==> config.mk <==
export PLATFORM = sky130hd
export DESIGN_NAME = rcr_regs
export DESIGN_NICKNAME = d
export VERILOG_FILES = /design/src/design/rcr_pkg.sv /design/src/design/rcr_regs.sv
export SDC_FILE = /design/constraint.sdc
export NUM_CORES = 1
export LEC_CHECK = 0
export ABC_AREA = 1
export BUFFER_PORTS_ARGS = -buffer_cell sky130_fd_sc_hd__buf_4
export CAP_MARGIN = 10
export CORE_UTILIZATION = 45
export CTS_CLUSTER_SIZE = 8
export DETAILED_ROUTE_END_ITERATION = 10
export PLACE_DENSITY = 0.63
export SYNTH_ARGS = -nofsm -noshare
export SYNTH_HDL_FRONTEND = slang
export SYNTH_SLANG_ARGS = --single-unit
==> constraint.sdc <==
create_clock -name sys_clk_i -period 1.6 [get_ports sys_clk_i]
set_clock_uncertainty 0.05 [all_clocks]
set_input_delay 0.16 -clock sys_clk_i [delete_from_list [all_inputs] [get_ports sys_clk_i]]
set_output_delay 0.16 -clock sys_clk_i [all_outputs]
set_load 0.05 [all_outputs]
==> src/design/rcr_pkg.sv <==
package rcr_pkg;
    localparam logic [7:0] OFS_LANE_B_DEEMPH   = 8'h18;
    localparam logic [7:0] OFS_LANE_B_IDLE_TH  = 8'h19;
    localparam logic [7:0] OFS_RESERVED_CFG    = 8'h23;
    localparam logic [7:0] OFS_LANE_A_SWING    = 8'h25;
    localparam logic [7:0] OFS_IDLE_DETECT     = 8'h28;
    localparam logic [7:0] OFS_LANE_B_SWING    = 8'h2D;
    localparam logic [7:0] OFS_DEVICE_INFO     = 8'h51;

    localparam logic [7:0] RST_LANE_B_DEEMPH   = 8'h82;
    localparam logic [7:0] RST_LANE_B_IDLE_TH  = 8'h00;
    localparam logic [7:0] RST_RESERVED_CFG    = 8'h00;
    localparam logic [7:0] RST_SWING           = 8'hAD;
    localparam logic [7:0] RST_IDLE_DETECT     = 8'h00;

    // Bits 7:5 of the de-emphasis register are read-only
    localparam logic [7:0] DEEMPH_WR_MASK      = 8'h1F;

    localparam int         DEEMPH_LSB          = 0;
    localparam int         SLOW_OUT_OF_BAND_DETECT_BIT        = 7;
    localparam int         ASSERT_TH_LSB       = 2;
    localparam int         DEASSERT_TH_LSB     = 0;
    localparam int         SWING_LSB           = 2;
    localparam int         FAST_IDLE_OVR_BIT   = 6;
    localparam int         RAISED_TH_LSB       = 4;
    localparam int         FAST_IDLE_EN_LSB    = 2;
    localparam int         REV_LSB             = 5;

    localparam logic [2:0] DEEMPH_RST_CODE     = 3'h2;
    localparam logic [1:0] ASSERT_TH_RST_CODE  = 2'h0;
    localparam logic [1:0] DEASSERT_TH_RST_CODE = 2'h0;
    localparam logic [2:0] SWING_RST_CODE      = 3'h3;
    localparam logic [3:0] BITS_PER_BYTE       = 4'h8;

    typedef enum logic [3:0] {
        ST_IDLE  = 4'h0,
        ST_ADDR  = 4'h1,
        ST_AACK  = 4'h3,
        ST_REG   = 4'h2,
        ST_RACK  = 4'h6,
        ST_WDAT  = 4'h7,
        ST_WACK  = 4'h5,
        ST_RDAT  = 4'h4,
        ST_MACK  = 4'hC
    } rcr_state_t;
endpackage

==> src/design/rcr_regs.sv <==
`timescale 1ns/1ns
// Functional notes
// - Lane B de-emphasis code 000..111 gives 0 to -12 dB; reset -3.5 dB code.
// - Lane B idle threshold bit 7 enables slow out-of-band detect; register resets zero.
// - Assert threshold bits 3:2, reset 180 mV code, used only when override input set.
// - Deassert threshold bits 1:0, reset 110 mV code, same override condition applies.
// - Lane A swing bits 4:2 give 700..1300 mV; reset code gives 1000 mV.
// - Lane B swing same encoding in own register resetting to 0xAD.
// - Idle control bits 5 and 4 raise detect thresholds for lanes A, B; reset zero.
module rcr_regs #(
    parameter logic [6:0] SLAVE_ADDR = 7'h5A,
    parameter logic [2:0] REVISION   = 3'h2,  // Arbitrary value
    parameter logic [4:0] PART_CODE  = 5'h11  // Arbitrary value
) (
    input  wire logic       sys_clk_i,
    input  wire logic       rst_i,
    input  wire logic       smb_scl_i,
    input  wire logic       smb_sda_i,
    output logic            smb_sda_o,
    output logic            smb_sda_oe_o,
    input  wire logic       idle_override_i,
    output logic [2:0]      deemph_level_o,
    output logic            slow_out_of_band_detect_o,
    output logic [1:0]      idle_assert_threshold_o,
    output logic [1:0]      idle_deassert_threshold_o,
    output logic [2:0]      lane_a_swing_level_o,
    output logic [2:0]      lane_b_swing_level_o,
    output logic            fast_idle_override_o,
    output logic [1:0]      raised_detect_threshold_sel_o,
    output logic [1:0]      fast_idle_en_o
);
    import rcr_pkg::*;

    rcr_state_t state_r;
    logic [7:0] deemph_r;
    logic [7:0] idle_th_r;
    logic [7:0] rsvd_r;
    logic [7:0] swing_a_r;
    logic [7:0] idle_ctl_r;
    logic [7:0] swing_b_r;
    logic [1:0] eff_assert_r;
    logic [1:0] eff_deassert_r;
    logic       scl_q_r;
    logic       sda_q_r;
    logic [3:0] bit_cnt_r;
    logic [7:0] shift_r;
    logic [7:0] ptr_r;
    logic       rw_r;
    logic       nack_r;
    logic       sda_oe_r;
    logic       sda_o_r;
    logic [7:0] rd_data;
    logic       scl_rise;
    logic       scl_fall;
    logic       start_cond;
    logic       stop_cond;
    logic       byte_done;
    logic       wr_stb;

    assign scl_rise   = smb_scl_i && !scl_q_r;
    assign scl_fall   = !smb_scl_i && scl_q_r;
    assign start_cond = smb_scl_i && scl_q_r && sda_q_r && !smb_sda_i;
    assign stop_cond  = smb_scl_i && scl_q_r && !sda_q_r && smb_sda_i;
    assign byte_done  = (bit_cnt_r == BITS_PER_BYTE);
    assign wr_stb     = scl_fall && (state_r == ST_WDAT) && byte_done;

    always_comb
    begin
        if (ptr_r == OFS_LANE_B_DEEMPH)
            rd_data = deemph_r;
        else if (ptr_r == OFS_LANE_B_IDLE_TH)
            rd_data = idle_th_r;
        else if (ptr_r == OFS_RESERVED_CFG)
            rd_data = rsvd_r;
        else if (ptr_r == OFS_LANE_A_SWING)
            rd_data = swing_a_r;
        else if (ptr_r == OFS_IDLE_DETECT)
            rd_data = idle_ctl_r;
        else if (ptr_r == OFS_LANE_B_SWING)
            rd_data = swing_b_r;
        else if (ptr_r == OFS_DEVICE_INFO)
            rd_data = {REVISION, PART_CODE};
        else
            rd_data = 8'h00;
    end

    always_ff @(posedge sys_clk_i)
    begin
        if (rst_i)
        begin
            scl_q_r <= 1'b1;
            sda_q_r <= 1'b1;
        end
        else
        begin
            scl_q_r <= smb_scl_i;
            sda_q_r <= smb_sda_i;
        end
    end

    // Bus protocol engine; data changes only while the clock line is low
    always_ff @(posedge sys_clk_i)
    begin
        if (rst_i)
        begin
            state_r   <= ST_IDLE;
            bit_cnt_r <= 4'h0;
            shift_r   <= 8'h00;
            ptr_r     <= 8'h00;
            rw_r      <= 1'b0;
            nack_r    <= 1'b0;
            sda_oe_r  <= 1'b0;
            sda_o_r   <= 1'b0;
        end
        else if (start_cond)
        begin
            state_r   <= ST_ADDR;
            bit_cnt_r <= 4'h0;
            sda_oe_r  <= 1'b0;
        end
        else if (stop_cond)
        begin
            state_r  <= ST_IDLE;
            sda_oe_r <= 1'b0;
        end
        else if (scl_rise)
        begin
            case (state_r)
                ST_ADDR, ST_REG, ST_WDAT:
                begin
                    shift_r   <= {shift_r[6:0], smb_sda_i};
                    bit_cnt_r <= bit_cnt_r + 4'h1;
                end
                ST_RDAT:
                    bit_cnt_r <= bit_cnt_r + 4'h1;
                ST_MACK:
                    nack_r <= smb_sda_i;
                default:
                    bit_cnt_r <= bit_cnt_r;
            endcase
        end
        else if (scl_fall)
        begin
            case (state_r)
                ST_ADDR:
                    if (byte_done)
                    begin
                        // Other addresses are ignored until the next start
                        if (shift_r[7:1] == SLAVE_ADDR)
                        begin
                            state_r  <= ST_AACK;
                            rw_r     <= shift_r[0];
                            sda_oe_r <= 1'b1;
                        end
                        else
                            state_r <= ST_IDLE;
                    end
                ST_AACK:
                begin
                    bit_cnt_r <= 4'h0;
                    if (rw_r)
                    begin
                        state_r  <= ST_RDAT;
                        shift_r  <= rd_data;
                        sda_oe_r <= !rd_data[7];
                    end
                    else
                    begin
                        state_r  <= ST_REG;
                        sda_oe_r <= 1'b0;
                    end
                end
                ST_REG:
                    if (byte_done)
                    begin
                        ptr_r    <= shift_r;
                        state_r  <= ST_RACK;
                        sda_oe_r <= 1'b1;
                    end
                ST_RACK, ST_WACK:
                begin
                    state_r   <= ST_WDAT;
                    bit_cnt_r <= 4'h0;
                    sda_oe_r  <= 1'b0;
                end
                ST_WDAT:
                    if (byte_done)
                    begin
                        ptr_r    <= ptr_r + 8'h01;
                        state_r  <= ST_WACK;
                        sda_oe_r <= 1'b1;
                    end
                ST_RDAT:
                    if (byte_done)
                    begin
                        ptr_r    <= ptr_r + 8'h01;
                        state_r  <= ST_MACK;
                        sda_oe_r <= 1'b0;
                    end
                    else
                    begin
                        shift_r  <= {shift_r[6:0], 1'b0};
                        sda_oe_r <= !shift_r[6];
                    end
                ST_MACK:
                begin
                    bit_cnt_r <= 4'h0;
                    if (nack_r)
                        state_r <= ST_IDLE;
                    else
                    begin
                        state_r  <= ST_RDAT;
                        shift_r  <= rd_data;
                        sda_oe_r <= !rd_data[7];
                    end
                end
                default:
                    state_r <= state_r;
            endcase
        end
    end

    always_ff @(posedge sys_clk_i)
    begin
        if (rst_i)
        begin
            deemph_r   <= RST_LANE_B_DEEMPH;
            idle_th_r  <= RST_LANE_B_IDLE_TH;
            rsvd_r     <= RST_RESERVED_CFG;
            swing_a_r  <= RST_SWING;
            idle_ctl_r <= RST_IDLE_DETECT;
            swing_b_r  <= RST_SWING;
        end
        else if (wr_stb)
        begin
            if (ptr_r == OFS_LANE_B_DEEMPH)
                deemph_r <= (deemph_r & ~DEEMPH_WR_MASK) | (shift_r & DEEMPH_WR_MASK);
            else if (ptr_r == OFS_LANE_B_IDLE_TH)
                idle_th_r <= shift_r;
            else if (ptr_r == OFS_RESERVED_CFG)
                rsvd_r <= shift_r;
            else if (ptr_r == OFS_LANE_A_SWING)
                swing_a_r <= shift_r;
            else if (ptr_r == OFS_IDLE_DETECT)
                idle_ctl_r <= shift_r;
            else if (ptr_r == OFS_LANE_B_SWING)
                swing_b_r <= shift_r;
        end
    end

    // Without the override the analog side keeps its default thresholds
    always_ff @(posedge sys_clk_i)
    begin
        if (rst_i)
        begin
            eff_assert_r   <= ASSERT_TH_RST_CODE;
            eff_deassert_r <= DEASSERT_TH_RST_CODE;
        end
        else
        begin
            eff_assert_r   <= idle_override_i ? idle_th_r[ASSERT_TH_LSB +: 2]
                                              : ASSERT_TH_RST_CODE;
            eff_deassert_r <= idle_override_i ? idle_th_r[DEASSERT_TH_LSB +: 2]
                                              : DEASSERT_TH_RST_CODE;
        end
    end

    assign smb_sda_o                     = sda_o_r;
    assign smb_sda_oe_o                  = sda_oe_r;
    assign deemph_level_o                = deemph_r[DEEMPH_LSB +: 3];
    assign slow_out_of_band_detect_o     = idle_th_r[SLOW_OUT_OF_BAND_DETECT_BIT];
    assign idle_assert_threshold_o       = eff_assert_r;
    assign idle_deassert_threshold_o     = eff_deassert_r;
    assign lane_a_swing_level_o          = swing_a_r[SWING_LSB +: 3];
    assign lane_b_swing_level_o          = swing_b_r[SWING_LSB +: 3];
    assign fast_idle_override_o          = idle_ctl_r[FAST_IDLE_OVR_BIT];
    assign raised_detect_threshold_sel_o = idle_ctl_r[RAISED_TH_LSB +: 2];
    assign fast_idle_en_o                = idle_ctl_r[FAST_IDLE_EN_LSB +: 2];

    AST_DEEMPH_RESET: assert property (@(posedge sys_clk_i) $past(rst_i) |-> deemph_level_o == DEEMPH_RST_CODE) else $error("deemph reset code wrong");
    AST_DEEMPH_TOP_RO: assert property (@(posedge sys_clk_i) disable iff (rst_i) deemph_r[7:5] == RST_LANE_B_DEEMPH[7:5]) else $error("deemph read-only bits changed");
    AST_SLOW_OUT_OF_BAND_DETECT_RESET: assert property (@(posedge sys_clk_i) $past(rst_i) |-> !slow_out_of_band_detect_o && idle_th_r == 8'h00) else $error("idle threshold reset wrong");
    AST_ASSERT_TH_GATE: assert property (@(posedge sys_clk_i) disable iff (rst_i) !idle_override_i ##1 !$past(rst_i) |-> idle_assert_threshold_o == ASSERT_TH_RST_CODE) else $error("assert threshold not gated");
    AST_DEASSERT_TH_PASS: assert property (@(posedge sys_clk_i) disable iff (rst_i) idle_override_i ##1 !$past(rst_i) |-> idle_deassert_threshold_o == $past(idle_th_r[1:0])) else $error("deassert threshold not applied");
    AST_SWING_A_RESET: assert property (@(posedge sys_clk_i) $past(rst_i) |-> lane_a_swing_level_o == SWING_RST_CODE) else $error("lane a swing reset wrong");
    AST_SWING_B_WRITE: assert property (@(posedge sys_clk_i) disable iff (rst_i) wr_stb && ptr_r == OFS_LANE_B_SWING |=> swing_b_r == $past(shift_r)) else $error("lane b swing write lost");
    AST_RAISED_TH_RESET: assert property (@(posedge sys_clk_i) $past(rst_i) |-> raised_detect_threshold_sel_o == 2'h0) else $error("raised threshold reset wrong");
    AST_INFO_READ_ONLY: assert property (@(posedge sys_clk_i) disable iff (rst_i) wr_stb && ptr_r == OFS_DEVICE_INFO |=> $stable({deemph_r, idle_th_r, rsvd_r, swing_a_r, idle_ctl_r, swing_b_r})) else $error("device info write had an effect");

    COV_ADDR_ACK: cover property (@(posedge sys_clk_i) disable iff (rst_i) state_r == ST_AACK);
    COV_REG_WRITE: cover property (@(posedge sys_clk_i) disable iff (rst_i) wr_stb);
    COV_READ_BYTE: cover property (@(posedge sys_clk_i) disable iff (rst_i) state_r == ST_MACK);
    COV_OVERRIDE: cover property (@(posedge sys_clk_i) disable iff (rst_i) idle_override_i && idle_th_r[3:2] != 2'h0);
endmodule

======== Word-level counts from Yosys, hierarchy flattened ========
Index checks and enable logic that the tools add are counted.
cells by class
  add/sub/neg operators ................... 2
  $mul .................................... 0
  div/mod/pow operators ................... 0
  order comparisons ....................... 0
  equality and inequality tests ........... 35
  shifts and indexed selects .............. 0
  mux-type cells .......................... 40
  bitwise logic cells ..................... 10
  reduce and logical (&&, ||, !) cells .... 46
operators by type and width
  operator                                             count
  2-to-1 mux 8 bit                                     14
  AND reduction 7 bit                                  6
  equality test 8 x 6 -> 1 bit, second input constant  4
  2-to-1 mux 4 bit                                     8
  one-hot mux 4 bit (7 select lines)                   1
  one-hot mux 8 bit (3 select lines)                   1
  equality test 4 x 3 -> 1 bit, second input constant  4
  equality test 8 x 5 -> 1 bit, second input constant  2
  inequality test 4 bit, second input constant         4
  one-hot mux 8 bit (2 select lines)                   1
  inequality test 2 bit, second input constant         7
  AND reduction 4 bit                                  3
  2-to-1 mux 1 bit                                     10
  OR reduction 2 bit                                   5
  logical AND 1 bit                                    9
  inequality test 3 bit, second input constant         3
  inverter 1 bit                                       9
  nonzero test 9 bit                                   1
  adder 8 x 1 -> 8 bit, second input constant          1
  equality test 4 x 2 -> 1 bit, second input constant  2
  equality test 4 bit, second input constant           2
  equality test 8 x 7 -> 1 bit, second input constant  1
  bitwise OR 8 x 5 -> 8 bit                            1
  AND reduction 8 bit                                  1
  21 further kinds                                     33
storage, ports and cells
  register bits ........................... 81
  latch bits .............................. 0
  RAM bits ................................ 0
  ROM bits ................................ 0
  input port bits ......................... 5
  memories kept ........................... 0

======== Depth between registers and ports, before layout ========
Gate-level depths: netlist of run 1.
  depth after elaboration ................. 12
  mapped depth ............................ 13
  depth with buffers taken out ............ 12

======== Least setup slack after synthesis of run 1 ========
Ideal clock, no wire load.
  path kind ............................... register to register
  from .................................... register bit_cnt_r[0]
  to ...................................... register swing_a_r[0]
  library setup time ...................... 0.137 ns
  arrival ................................. 1.487 ns
  slack ................................... -0.074 ns
  cell stages (with the launch flop) ...... 13
  path buffers ............................ 1
  cell sequence ........................... dfxtp_1 -> inv_1 -> ha_1 -> nand3_1 -> inv_1 -> nand3_4 -> inv_2 -> nand2_2 -> nor2_2 -> nand2_2 -> buf_6 -> nand2_1 -> o211ai_2
on the way
  cells in the longest elaborated chain, start to end .. 3
ends and longest elaborated chain
  element                               line             RTL
  start: declaration                    rcr_regs.sv:45   logic [3:0] bit_cnt_r;
  start signal: assignment              rcr_regs.sv:132  bit_cnt_r <= bit_cnt_r + 4'h1;
  start signal: assignment              rcr_regs.sv:135  bit_cnt_r <= bit_cnt_r + 4'h1;
  start signal: assignment              rcr_regs.sv:139  bit_cnt_r <= bit_cnt_r;
  equality test 4 bit                   rcr_regs.sv:64   assign byte_done = (bit_cnt_r == BITS_PER_BYTE);
  logical AND 1 bit                     rcr_regs.sv:65   assign wr_stb = scl_fall && (state_r == ST_WDAT) && byte_done;
  AND reduction 5 bit (no source line)  n/a
  end signal: assignment                rcr_regs.sv:243  swing_a_r <= shift_r;
  end: declaration                      rcr_regs.sv:38   logic [7:0] swing_a_r;
No other way between the ends.
A chain may end at the register's enable or synchronous reset.

======== Final worst setup path of run 1 ========
  from .................................... register ptr_r[1]
  to ...................................... register shift_r[0]
on the way
  cells in the longest elaborated chain, start to end .. 12
  elaborated cells between the ends (all ways) .. 19
  those cells by class .................... eq/ne: 7; mux: 12
ends and longest elaborated chain
  element                                     line                              RTL
  start: declaration                          rcr_regs.sv:47                    logic [7:0] ptr_r;
  start signal: assignment                    rcr_regs.sv:176                   ptr_r <= shift_r;
  start signal: assignment                    rcr_regs.sv:189                   ptr_r <= ptr_r + 8'h01;
  start signal: assignment                    rcr_regs.sv:196                   ptr_r <= ptr_r + 8'h01;
  equality test 8 x 7 -> 1 bit                rcr_regs.sv:81                    else if (ptr_r == OFS_DEVICE_INFO)
  2-to-1 mux 7 bit                            rcr_regs.sv:81
  2-to-1 mux 8 bit                            rcr_regs.sv:79                    else if (ptr_r == OFS_LANE_B_SWING)
  2-to-1 mux 8 bit                            rcr_regs.sv:77                    else if (ptr_r == OFS_IDLE_DETECT)
  2-to-1 mux 8 bit                            rcr_regs.sv:75                    else if (ptr_r == OFS_LANE_A_SWING)
  2-to-1 mux 8 bit                            rcr_regs.sv:73                    else if (ptr_r == OFS_RESERVED_CFG)
  2-to-1 mux 8 bit                            rcr_regs.sv:71                    else if (ptr_r == OFS_LANE_B_IDLE_TH)
  2-to-1 mux 8 bit *                          rcr_regs.sv:69                    if (ptr_r == OFS_LANE_B_DEEMPH)
  2-to-1 mux 8 bit, on equally long branches  rcr_regs.sv:208, rcr_regs.sv:161
  one-hot mux 8 bit (3 select lines) *        rcr_regs.sv:144                   case (state_r)
  2-to-1 mux 8 bit *                          rcr_regs.sv:142                   else if (scl_fall)
  2-to-1 mux 8 bit *                          rcr_regs.sv:126                   else if (scl_rise)
  end signal: assignment                      rcr_regs.sv:131                   shift_r <= {shift_r[6:0], smb_sda_i};
  end signal: assignment                      rcr_regs.sv:202                   shift_r <= {shift_r[6:0], 1'b0};
  end signal: assignment                      rcr_regs.sv:213                   shift_r <= rd_data;
  end: declaration                            rcr_regs.sv:46                    logic [7:0] shift_r;
Mark *: on every way between the ends. The rest lies on a longest branch, timed or not. The select of a mux whose other input is x is not followed.

==> results of run 1 <==
-- report_power, final --
group	switching (uW)	internal, uW
combinational	234	150
clock	856	583
sequential	19.6	1950
total	1110	2680
-- cells in the final DEF (no fill, tap or decap), types with 12 or more instances in the layout --
cell type	count
a21oi_1	35
buf_4	117
inv_2	12
dfxtp_1	65
nand3_1	47
inv_4	14
inv_1	54
nand2_2	28
nand2_1	112
buf_6	16
nor2_1	56
o21ai_1	17
a21oi_2	15
o21ai_0	24
nor2_4	23
-- area by class of cell --
class | instances | area, um2 | area share
multi-input cells | 449 | 2860 | 0.447
clock buffers | 9 | 124 | 0.0194
flip-flops and latches | 78 | 1590 | 0.248
well taps | 129 | 161 | 0.0252
inverters | 81 | 344 | 0.0538
clock inverters | 7 | 56.3 | 0.00880
repair buffers | 143 | 1260 | 0.197
-- what timing repair did --
| action | 4_1_cts | 5_1_grt |
|---|---|---|
| buffers inserted | 5 | 17 |
| pin swaps | 24 | 55 |
| resized for setup | 63 | 160 |
| hold buffers | 1 | 0 |
| setup endpoints to repair | 67 | 72 |
| hold endpoints to repair | 7 | 0 |
| cloned | 1 | 5 |
-- sequential cells by signal, indices dropped and copies added, names as in the netlist --
name	cells
rsvd_r	8
swing_a_r	8
smb_sda_oe_o	1
nack_r	1
idle_deassert_threshold_o	2
scl_q_r	1
rw_r	1
ptr_r	8
idle_ctl_r	8
idle_th_r	8
shift_r	8
deemph_r	5
swing_b_r	8
sda_q_r	1
state_r	4
bit_cnt_r	4
idle_assert_threshold_o	2
-- critical path, stage by stage, from the launching register on --
cell	delay [ps]
dfxtp_2	370
inv_4	60
ha_4	170
inv_4	90
nor2_4	50
nand2_2	140
buf_6	140
nand2_4	60
buf_4	130
a21oi_1	150
nand2_1	100
a21oi_1	130
-- stage by stage --
| stage | area [um2] | cells |
|---|---|---|
| floorplan | 4320 | 634 |
| global placement | 5240 | 852 |
| detailed placement | 5240 | 852 |
| CTS | 5660 | 875 |
| global route | 6400 | 896 |
| finish | 6400 | 896 |
-- worst paths after layout --
check | start | endpoint | depth (start not counted)
hold reg to reg | idle_ctl_r[1]$_SDFFE_PP0P_ | idle_ctl_r[1]$_SDFFE_PP0P_ | 2
hold / removal | idle_override_i | idle_assert_threshold_o[0]$_SDFF_PP0_ | 3
setup reg to reg | ptr_r[1]$_SDFFE_PP0P_ | shift_r[0]$_SDFFE_PP0P_ | 11
setup / recovery | ptr_r[1]$_SDFFE_PP0P_ | shift_r[0]$_SDFFE_PP0P_ | 11
-- logic make-up after synthesis --
kind of cell	synth area share
compound gates	0.172
fa+ha+maj	0.0233
xor+xnor	0.00407
buf+inv	0.115
simple gates	0.321
flops	0.363
other cells	0.000872
-- layer usage --
metal | part of all wire | up-vias | global-route usage
met2 | 0.48 | 204 | 0.466
met3 | 0.080 | 68 | 0.0383
met5 | 0 | - | 0
met4 | 0.054 | 0 | 0.131
met1 | 0.39 | 2278 | 0.338
li1 | - | 2315 | -
==> metrics.txt, run 1 <==
Post-Place Worst Slack -170 ps; area grow syn2layout 48.7%; Total Routing Usage GR 0.273; CTS clock-pin slew for the worst setup and hold paths 90 ps; ant diodes 0; Placeable Area 0.00924 mm2; Max Cap Viol 0; largest net degree at the start of global routing 49; Yosys top cell area share 0.363; largest area contributor in the netlist dfxtp_1; Skew-Pair Late Insertion Delay around 370 ps; GP Congestion 0.963; first-pass GRT wire length 21000 um; initial antenna violation count 0; Die X 99.8 um; cell area after synthesis 0.00430 mm2; Fin. Hold Viols 0; Synthesis Warnings 0; maximum clock rate between 500 and 600 MHz; Worst EP required 1850 ps; unrepaired setup endpoints after global routing true; Row Count 35; number of synthesized flops with an enable pin 0; layout cell share with drive strength beyond 1 0.430; detailed-route DRC error count 0; # setup viols final 41; input/output buffers 24; sequential share of the synthesized area 0.363; Most used DFF post-synth dfxtp_1; First-pass DRT Iterations 5; Detail Route Antenna Nets 0; cell with the most instances after synthesis nand2_1; vias in the first global route 4329; CP max FO 4; Tcrit/Tclk final 1.08; IO Count 26; die area 0.00996 mm2; outcome complete, but fails checks; hold slack 36.0 ps; H-tree Lvls 3; CTS Sinks 78; post-layout util 0.693; vias per cell about 5.4; setup TNS -2460 ps; async set-or-reset flop fraction in the synthesized netlist 0; worst min path class primary input to flop; #FFs+latches synth 78; Crit Path Class flop to flop; Initial Util 0.466; post-synth cell types 37; TritonCTS Buffers 9; DP Wirelength ~9700 um; Max IR drop VDD around 0.34 mV; leakage 0.00285 uW; synthesized instance count 634; Final WS setup -121 ps; Fillers 749; Mean Syn Cell Area 6.79 um2; most frequent cells after synthesis nand2_1 (140), nor2_1 (79), dfxtp_1 (78); Total Routed Length 15100 um; setup slack, reg-to-reg -120 ps; fin. max-slew vios 0; Power Density 592 mW/mm2; Vias 4865; Total Power 3790 uW; First DRT Iteration DRCs 295; die height 99.8 um; worst path arrival time 1970 ps; clk buf depth 2; drt wl/cell 16.9 um; GRT overflow 0; syn nets 647; startpoint types flop; crit end category flop; clock root buffer clkbuf_8; Nets just under 800; failing checks negative setup slack; Tmin final about 1700 ps; CTS tree built; largest cells by area after synthesis dfxtp_1 (36%), nand2_1 (12%), nand3_1 (7.1%), nor2_1 (6.9%), inv_1 (6.5%)
Power figures use the tool's default switching activity.
==> run 2: changes to the inputs <==
CORE_ASPECT_RATIO = 0.7   (was default)
==> metrics.txt, run 2 (synthesized netlist as in run 1, its figures left out) <==
outcome complete, but fails checks; failing checks negative setup slack; Placeable Area 0.00918 mm2 (-0.65%); Tcrit/Tclk final 1.06 (-0.0113); CTS Sinks 78 (unchanged); post-route insts no fill 877 (-2.1%); fin. max-slew vios 0 (unchanged); die height 83.8 um (-16%); Fillers 708 (-5.5%); initial antenna violation count 0 (unchanged); DP Wirelength 10000 um (+2.9%); Total Power 4300 uW (+13%); First-pass DRT Iterations 5 (unchanged); Post-Place Worst Slack -242 ps (-72.5 ps); detailed-route DRC error count 0 (unchanged); Row Count 29 (-17%); Nets 761 (-1.8%); first-pass GRT wire length 22600 um (+7.6%); input/output buffers 24 (unchanged); multi-input logic area 0.00293 mm2 (+2.3%); most frequent cells in the layout buf_4 (100), nand2_1 (96), dfxtp_1 (64); placed insts 833 (-2.2%); Crit Path Class flop to flop; vias in the first global route 4360 (+0.72%); hold slack 34.1 ps (-1.91 ps); Slowest-stage cell, CP dfxtp_2; H-tree Lvls 3 (unchanged); Worst EP required 1770 ps (-80 ps); vias per cell 5.56 (+2.5%); Final WS setup -103 ps (+18.1 ps); Initial Util 0.469 (+0.00305); crit-path leading delay family simple AND/OR/NAND/NOR gates; CTS tree built; layout cell share with drive strength beyond 1 0.461 (+0.0306); final non-filler cell area 0.00650 mm2 (+1.6%); die area 0.00996 mm2 (about the same); unrepaired setup endpoints after global routing true; GRT overflow 0 (unchanged); Tmin final 1700 ps (-18.1 ps); clock root buffer clkbuf_16; worst path arrival time 1870 ps (-100 ps); Bufs and invs on worst path 4 (unchanged); IO Count 26 (unchanged); crit-path cells inv_2 -> ha_4 -> nand3_4 -> inv_4 -> nand3_4 -> buf_6 -> nor2_4 -> buf_12 -> nand2_8 -> nor2_4 -> a211oi_2; # setup viols final 46 (+12%); leading cell type in the layout, fill and taps excluded buf_4; leakage 0.00291 uW (+2.1%); crit end category flop; clk buf depth 2 (unchanged); Skew-Pair Late Insertion Delay 340 ps (-30 ps); Register Area 0.00160 mm2 (+0.39%); Vias 4879 (+0.29%); drt wl/cell 18.0 um (+6.6%); Die X 119 um (+19%); maximum clock rate 587 MHz (+1.1%); Max IR drop VDD 0.561 mV (+65%); worst min path class primary input to flop; Total Routed Length 15800 um (+4.4%); area grow syn2layout 51.2%; Detail Route Antenna Nets 0 (unchanged); ant diodes 0 (unchanged); startpoint types flop; GP Congestion 0.968 (+0.49%); Power Density 661 mW/mm2 (+12%); TritonCTS Buffers 9 (unchanged); Fin. Hold Viols 0 (unchanged); CP peak stage delay 330 ps (-40 ps); First DRT Iteration DRCs 394 (+34%); Total Routing Usage GR 0.295 (+0.0217); Max Cap Viol 0 (unchanged); CTS clock-pin slew for the worst setup and hold paths 60 ps (-30 ps); Post-DP Area 0.00515 mm2 (-1.6%); CP max FO 8 (+4); largest net degree at the start of global routing 52 (+6.1%)
==> run 2: worst reg2reg max path, delay by kind of cell (launching register included) <==
family | cells | cell delay, ps
fa+ha+maj | 1 | 140
simple gates | 5 | 570
flops | 1 | 330
buf+inv | 4 | 460
compound gates | 1 | 40
==> run 2: cell type report <==
class | count | area share
clock inverter | 6 | 0.00692
tap | 124 | 0.0239
sequential | 78 | 0.245
timing repair buffer | 130 | 0.184
inverter | 81 | 0.0529
clock buffer | 10 | 0.0367
multi-input combinational | 448 | 0.450
==> run 2: metal layers <==
metal / vias to the layer above / part of all wire / track usage
met5: - / 0 / 0
met4: 0 / 0.021 / 0.0771
li1: 2287 / - / -
met1: 2329 / 0.44 / 0.428
met2: 232 / 0.45 / 0.437
met3: 31 / 0.088 / 0.0649
==> run 2: stage by stage <==
stage / utilization / TNS (ps)
floorplan: - / -3.15
global placement: 0.561 / -3080
detailed placement: 0.561 / -5970
CTS: 0.641 / -571
global route: 0.709 / -6080
finish: 0.709 / -2200
==> run 2: timing repair <==
| item | CTS | global route |
|---|---|---|
| setup buffers | 8 | 16 |
| setup endpoints to repair | 67 | 71 |
| endpoints found under the hold margin | 1 | 0 |
| cloned | 2 | 3 |
| hold buffers | 1 | 0 |
| resized for setup | 113 | 151 |
| pin swaps | 33 | 65 |
==> run 2: worst paths after layout <==
kind                                                 start                    endpoint  slack, ps  cells after the start
worst max-delay path             bit_cnt_r[0]$_SDFFE_PP0P_   idle_th_r[0]$_SDFFE_PP0P_       -100                     11
worst min-delay path                             smb_sda_i          sda_q_r$_SDFF_PP1_         30                      3
worst max register to register   bit_cnt_r[0]$_SDFFE_PP0P_   idle_th_r[0]$_SDFFE_PP0P_       -100                     11
worst min register to register  idle_ctl_r[1]$_SDFFE_PP0P_  idle_ctl_r[1]$_SDFFE_PP0P_        410                      2
==> run 2: power breakdown <==
part	leakage (uW)	switching, uW	internal [uW]
Combinational	0.00214	238	140
Clock	0.000131	862	1100
Sequential	0.000638	16.2	1950
Total	0.00291	1120	3190
==> run 3: changes to the inputs <==
--- a/config.mk
+++ b/config.mk
@@ -11,4 +11,5 @@
 export CORE_ASPECT_RATIO = 0.7
 export CORE_UTILIZATION = 45
+export CTS_BUF_LIST = sky130_fd_sc_hd__clkbuf_4 sky130_fd_sc_hd__clkbuf_8
 export CTS_CLUSTER_SIZE = 8
 export DETAILED_ROUTE_END_ITERATION = 10
==> constraint.sdc (replaced) <==
create_clock -name sys_clk_i -period 1.6 [get_ports sys_clk_i]
set_clock_uncertainty 0.05 [all_clocks]
set_input_delay 0.32 -clock sys_clk_i [delete_from_list [all_inputs] [get_ports sys_clk_i]]
set_output_delay 0.32 -clock sys_clk_i [all_outputs]
set_load 0.05 [all_outputs]
==> metrics.txt, run 3 (synthesized netlist as in run 1, its figures left out) <==
Max Cap Viol 0 (unchanged); worst path arrival time 1950 ps (+80 ps); failing checks design-rule violations, negative setup slack; most frequent cells in the layout buf_4 (122), nand2_1 (107), dfxtp_1 (65); Slowest-stage cell, CP dfxtp_2; met3 WL 1440 um (+3.8%); vias per cell 5.47 (-1.7%); CP max FO 8 (unchanged); Skew-Pair Late Insertion Delay 370 ps (+30 ps); DP Wirelength 10100 um (+1.2%); layout cell share with drive strength beyond 1 0.460 (-0.000485); leading cell type in the layout, fill and taps excluded buf_4; First-pass DRT Iterations 8 (+3); Initial Util 0.469 (unchanged); outcome complete, but fails checks; most frequent CP cell nand3_4; Fin. Hold Viols 0 (unchanged); leakage 0.00295 uW (+1.6%); met1 wire length 7030 um (+0.21%); crit-path cells inv_2 -> ha_4 -> nand3_4 -> inv_4 -> nand3_4 -> buf_6 -> nor2_4 -> nand2_4 -> o21ai_1 -> a21oi_1; GRT overflow 0 (unchanged); worst min path class primary input to flop; Worst EP required 1780 ps (about the same); Detail Route Antenna Nets 0 (unchanged); Placeable Area 0.00918 mm2 (unchanged); unrepaired setup endpoints after global routing true; IO Count 26 (unchanged); detailed-route DRC error count 1 (+1); H-tree Lvls 3 (unchanged); crit end category flop; met2 WL 6810 um (-3.3%); Bufs and invs on worst path 3 (-1); Total Routed Length 15600 um (-1.1%); Total Power 3900 uW (-9.3%); CP peak stage delay 330 ps (about the same); DR top layer met4; Tcrit/Tclk final 1.10 (+0.0394); fin. max-slew vios 0 (unchanged); maximum clock rate 566 MHz (-3.6%); initial antenna violation count 0 (unchanged); Max IR drop VDD 0.524 mV (-6.6%); input/output buffers 24 (unchanged); GP Congestion 0.949 (-1.9%); clk buf depth 2 (unchanged); area grow syn2layout 51.5%; # setup viols final 47 (+2.2%); placed insts 850 (+2.0%); drt wl/cell 17.5 um (-2.9%); Row Count 29 (unchanged); Crit Path Class flop to flop; Fillers 720 (+1.7%); CTS tree built; CTS Sinks 78 (unchanged); CTS clock-pin slew for the worst setup and hold paths 90 ps (+30 ps); crit-path leading delay family simple AND/OR/NAND/NOR gates; First DRT Iteration DRCs 561 (+42%); post-route insts no fill 893 (+1.8%); startpoint types flop; Final WS setup -166 ps (-63.0 ps); Power Density 599 mW/mm2 (-9.5%); first-pass GRT wire length 23400 um (+3.9%); Nets 777 (+2.1%); Tmin final 1770 ps (+63.0 ps); ant diodes 0 (unchanged); clock root buffer clkbuf_8; vias in the first global route 4610 (+5.7%); die height 83.8 um (unchanged); Vias 4882 (+0.061%); TritonCTS Buffers 9 (unchanged); Die X 119 um (unchanged); Total Routing Usage GR 0.305 (+0.0106); largest net degree at the start of global routing 52 (unchanged); die area 0.00996 mm2 (unchanged)
==> run 3: cell count changes in the layout (fill, tap and decap cells not counted), moves of 9 or more <==
cell       previous run  this run
clkbuf_8              1        10
o21ai_0              21        12
nand2_2              36        26
buf_4               100       122
nand2_1              96       107
clkbuf_16            10         1
o21ai_2               4        15
==> run 3: metal layers <==
layer  vias up  GRT usage
met2       255      0.440
met4         0      0.112
met5         -          0
met3        30     0.0854
li1       2316          -
met1      2281      0.430
==> run 3: worst paths after layout <==
check             slack [ps]                    endpoint                       start  cells past startpoint
setup / recovery        -170  idle_ctl_r[7]$_SDFFE_PP0P_   bit_cnt_r[0]$_SDFFE_PP0P_                     10
hold / removal           110         nack_r$_SDFFE_PP0P_                       rst_i                      2
setup reg to reg        -170  idle_ctl_r[7]$_SDFFE_PP0P_   bit_cnt_r[0]$_SDFFE_PP0P_                     10
hold reg to reg          410  idle_ctl_r[1]$_SDFFE_PP0P_  idle_ctl_r[1]$_SDFFE_PP0P_                      2
==> run 3: metrics by stage <==
step / hold WS (ps) / util / setup TNS (ps) / setup slack, ps / area (um2)
after floorplan: 370 / - / -3.15 / -1.39 / 4320
after global placement: 392 / 0.576 / -6700 / -187 / 5290
after detailed placement: 389 / 0.576 / -9350 / -234 / 5290
after CTS: 92.2 / 0.648 / -853 / -47.0 / 5950
after global routing: 96.3 / 0.710 / -7260 / -218 / 6520
final: 108 / 0.710 / -3320 / -166 / 6520
==> run 3: power by group <==
| group | leakage [uW] | switching (uW) | internal [uW] | total [uW] |
|---|---|---|---|---|
| clock network | 0.000103 | 793 | 771 | 1560 |
| registers | 0.000638 | 14.6 | 1950 | 1960 |
| logic | 0.00221 | 236 | 141 | 377 |
==> run 3: cell type report <==
type	instances	area, um2	area share
Multi-Input combinational cell	446	2890	0.443
Sequential cell	78	1600	0.245
Timing Repair Buffer	148	1330	0.205
Inverter	81	342	0.0524
Tap cell	124	155	0.0238
Clock buffer	10	138	0.0211
Clock inverter	6	68.8	0.0106
==> run 3: repair_timing <==
item / CTS / global route
endpoints found under the setup margin: 69 / 72
setup buffers: 12 / 13
hold buffers: 0 / 0
resized for setup: 117 / 136
gates cloned: 2 / 1
pin swaps: 43 / 41
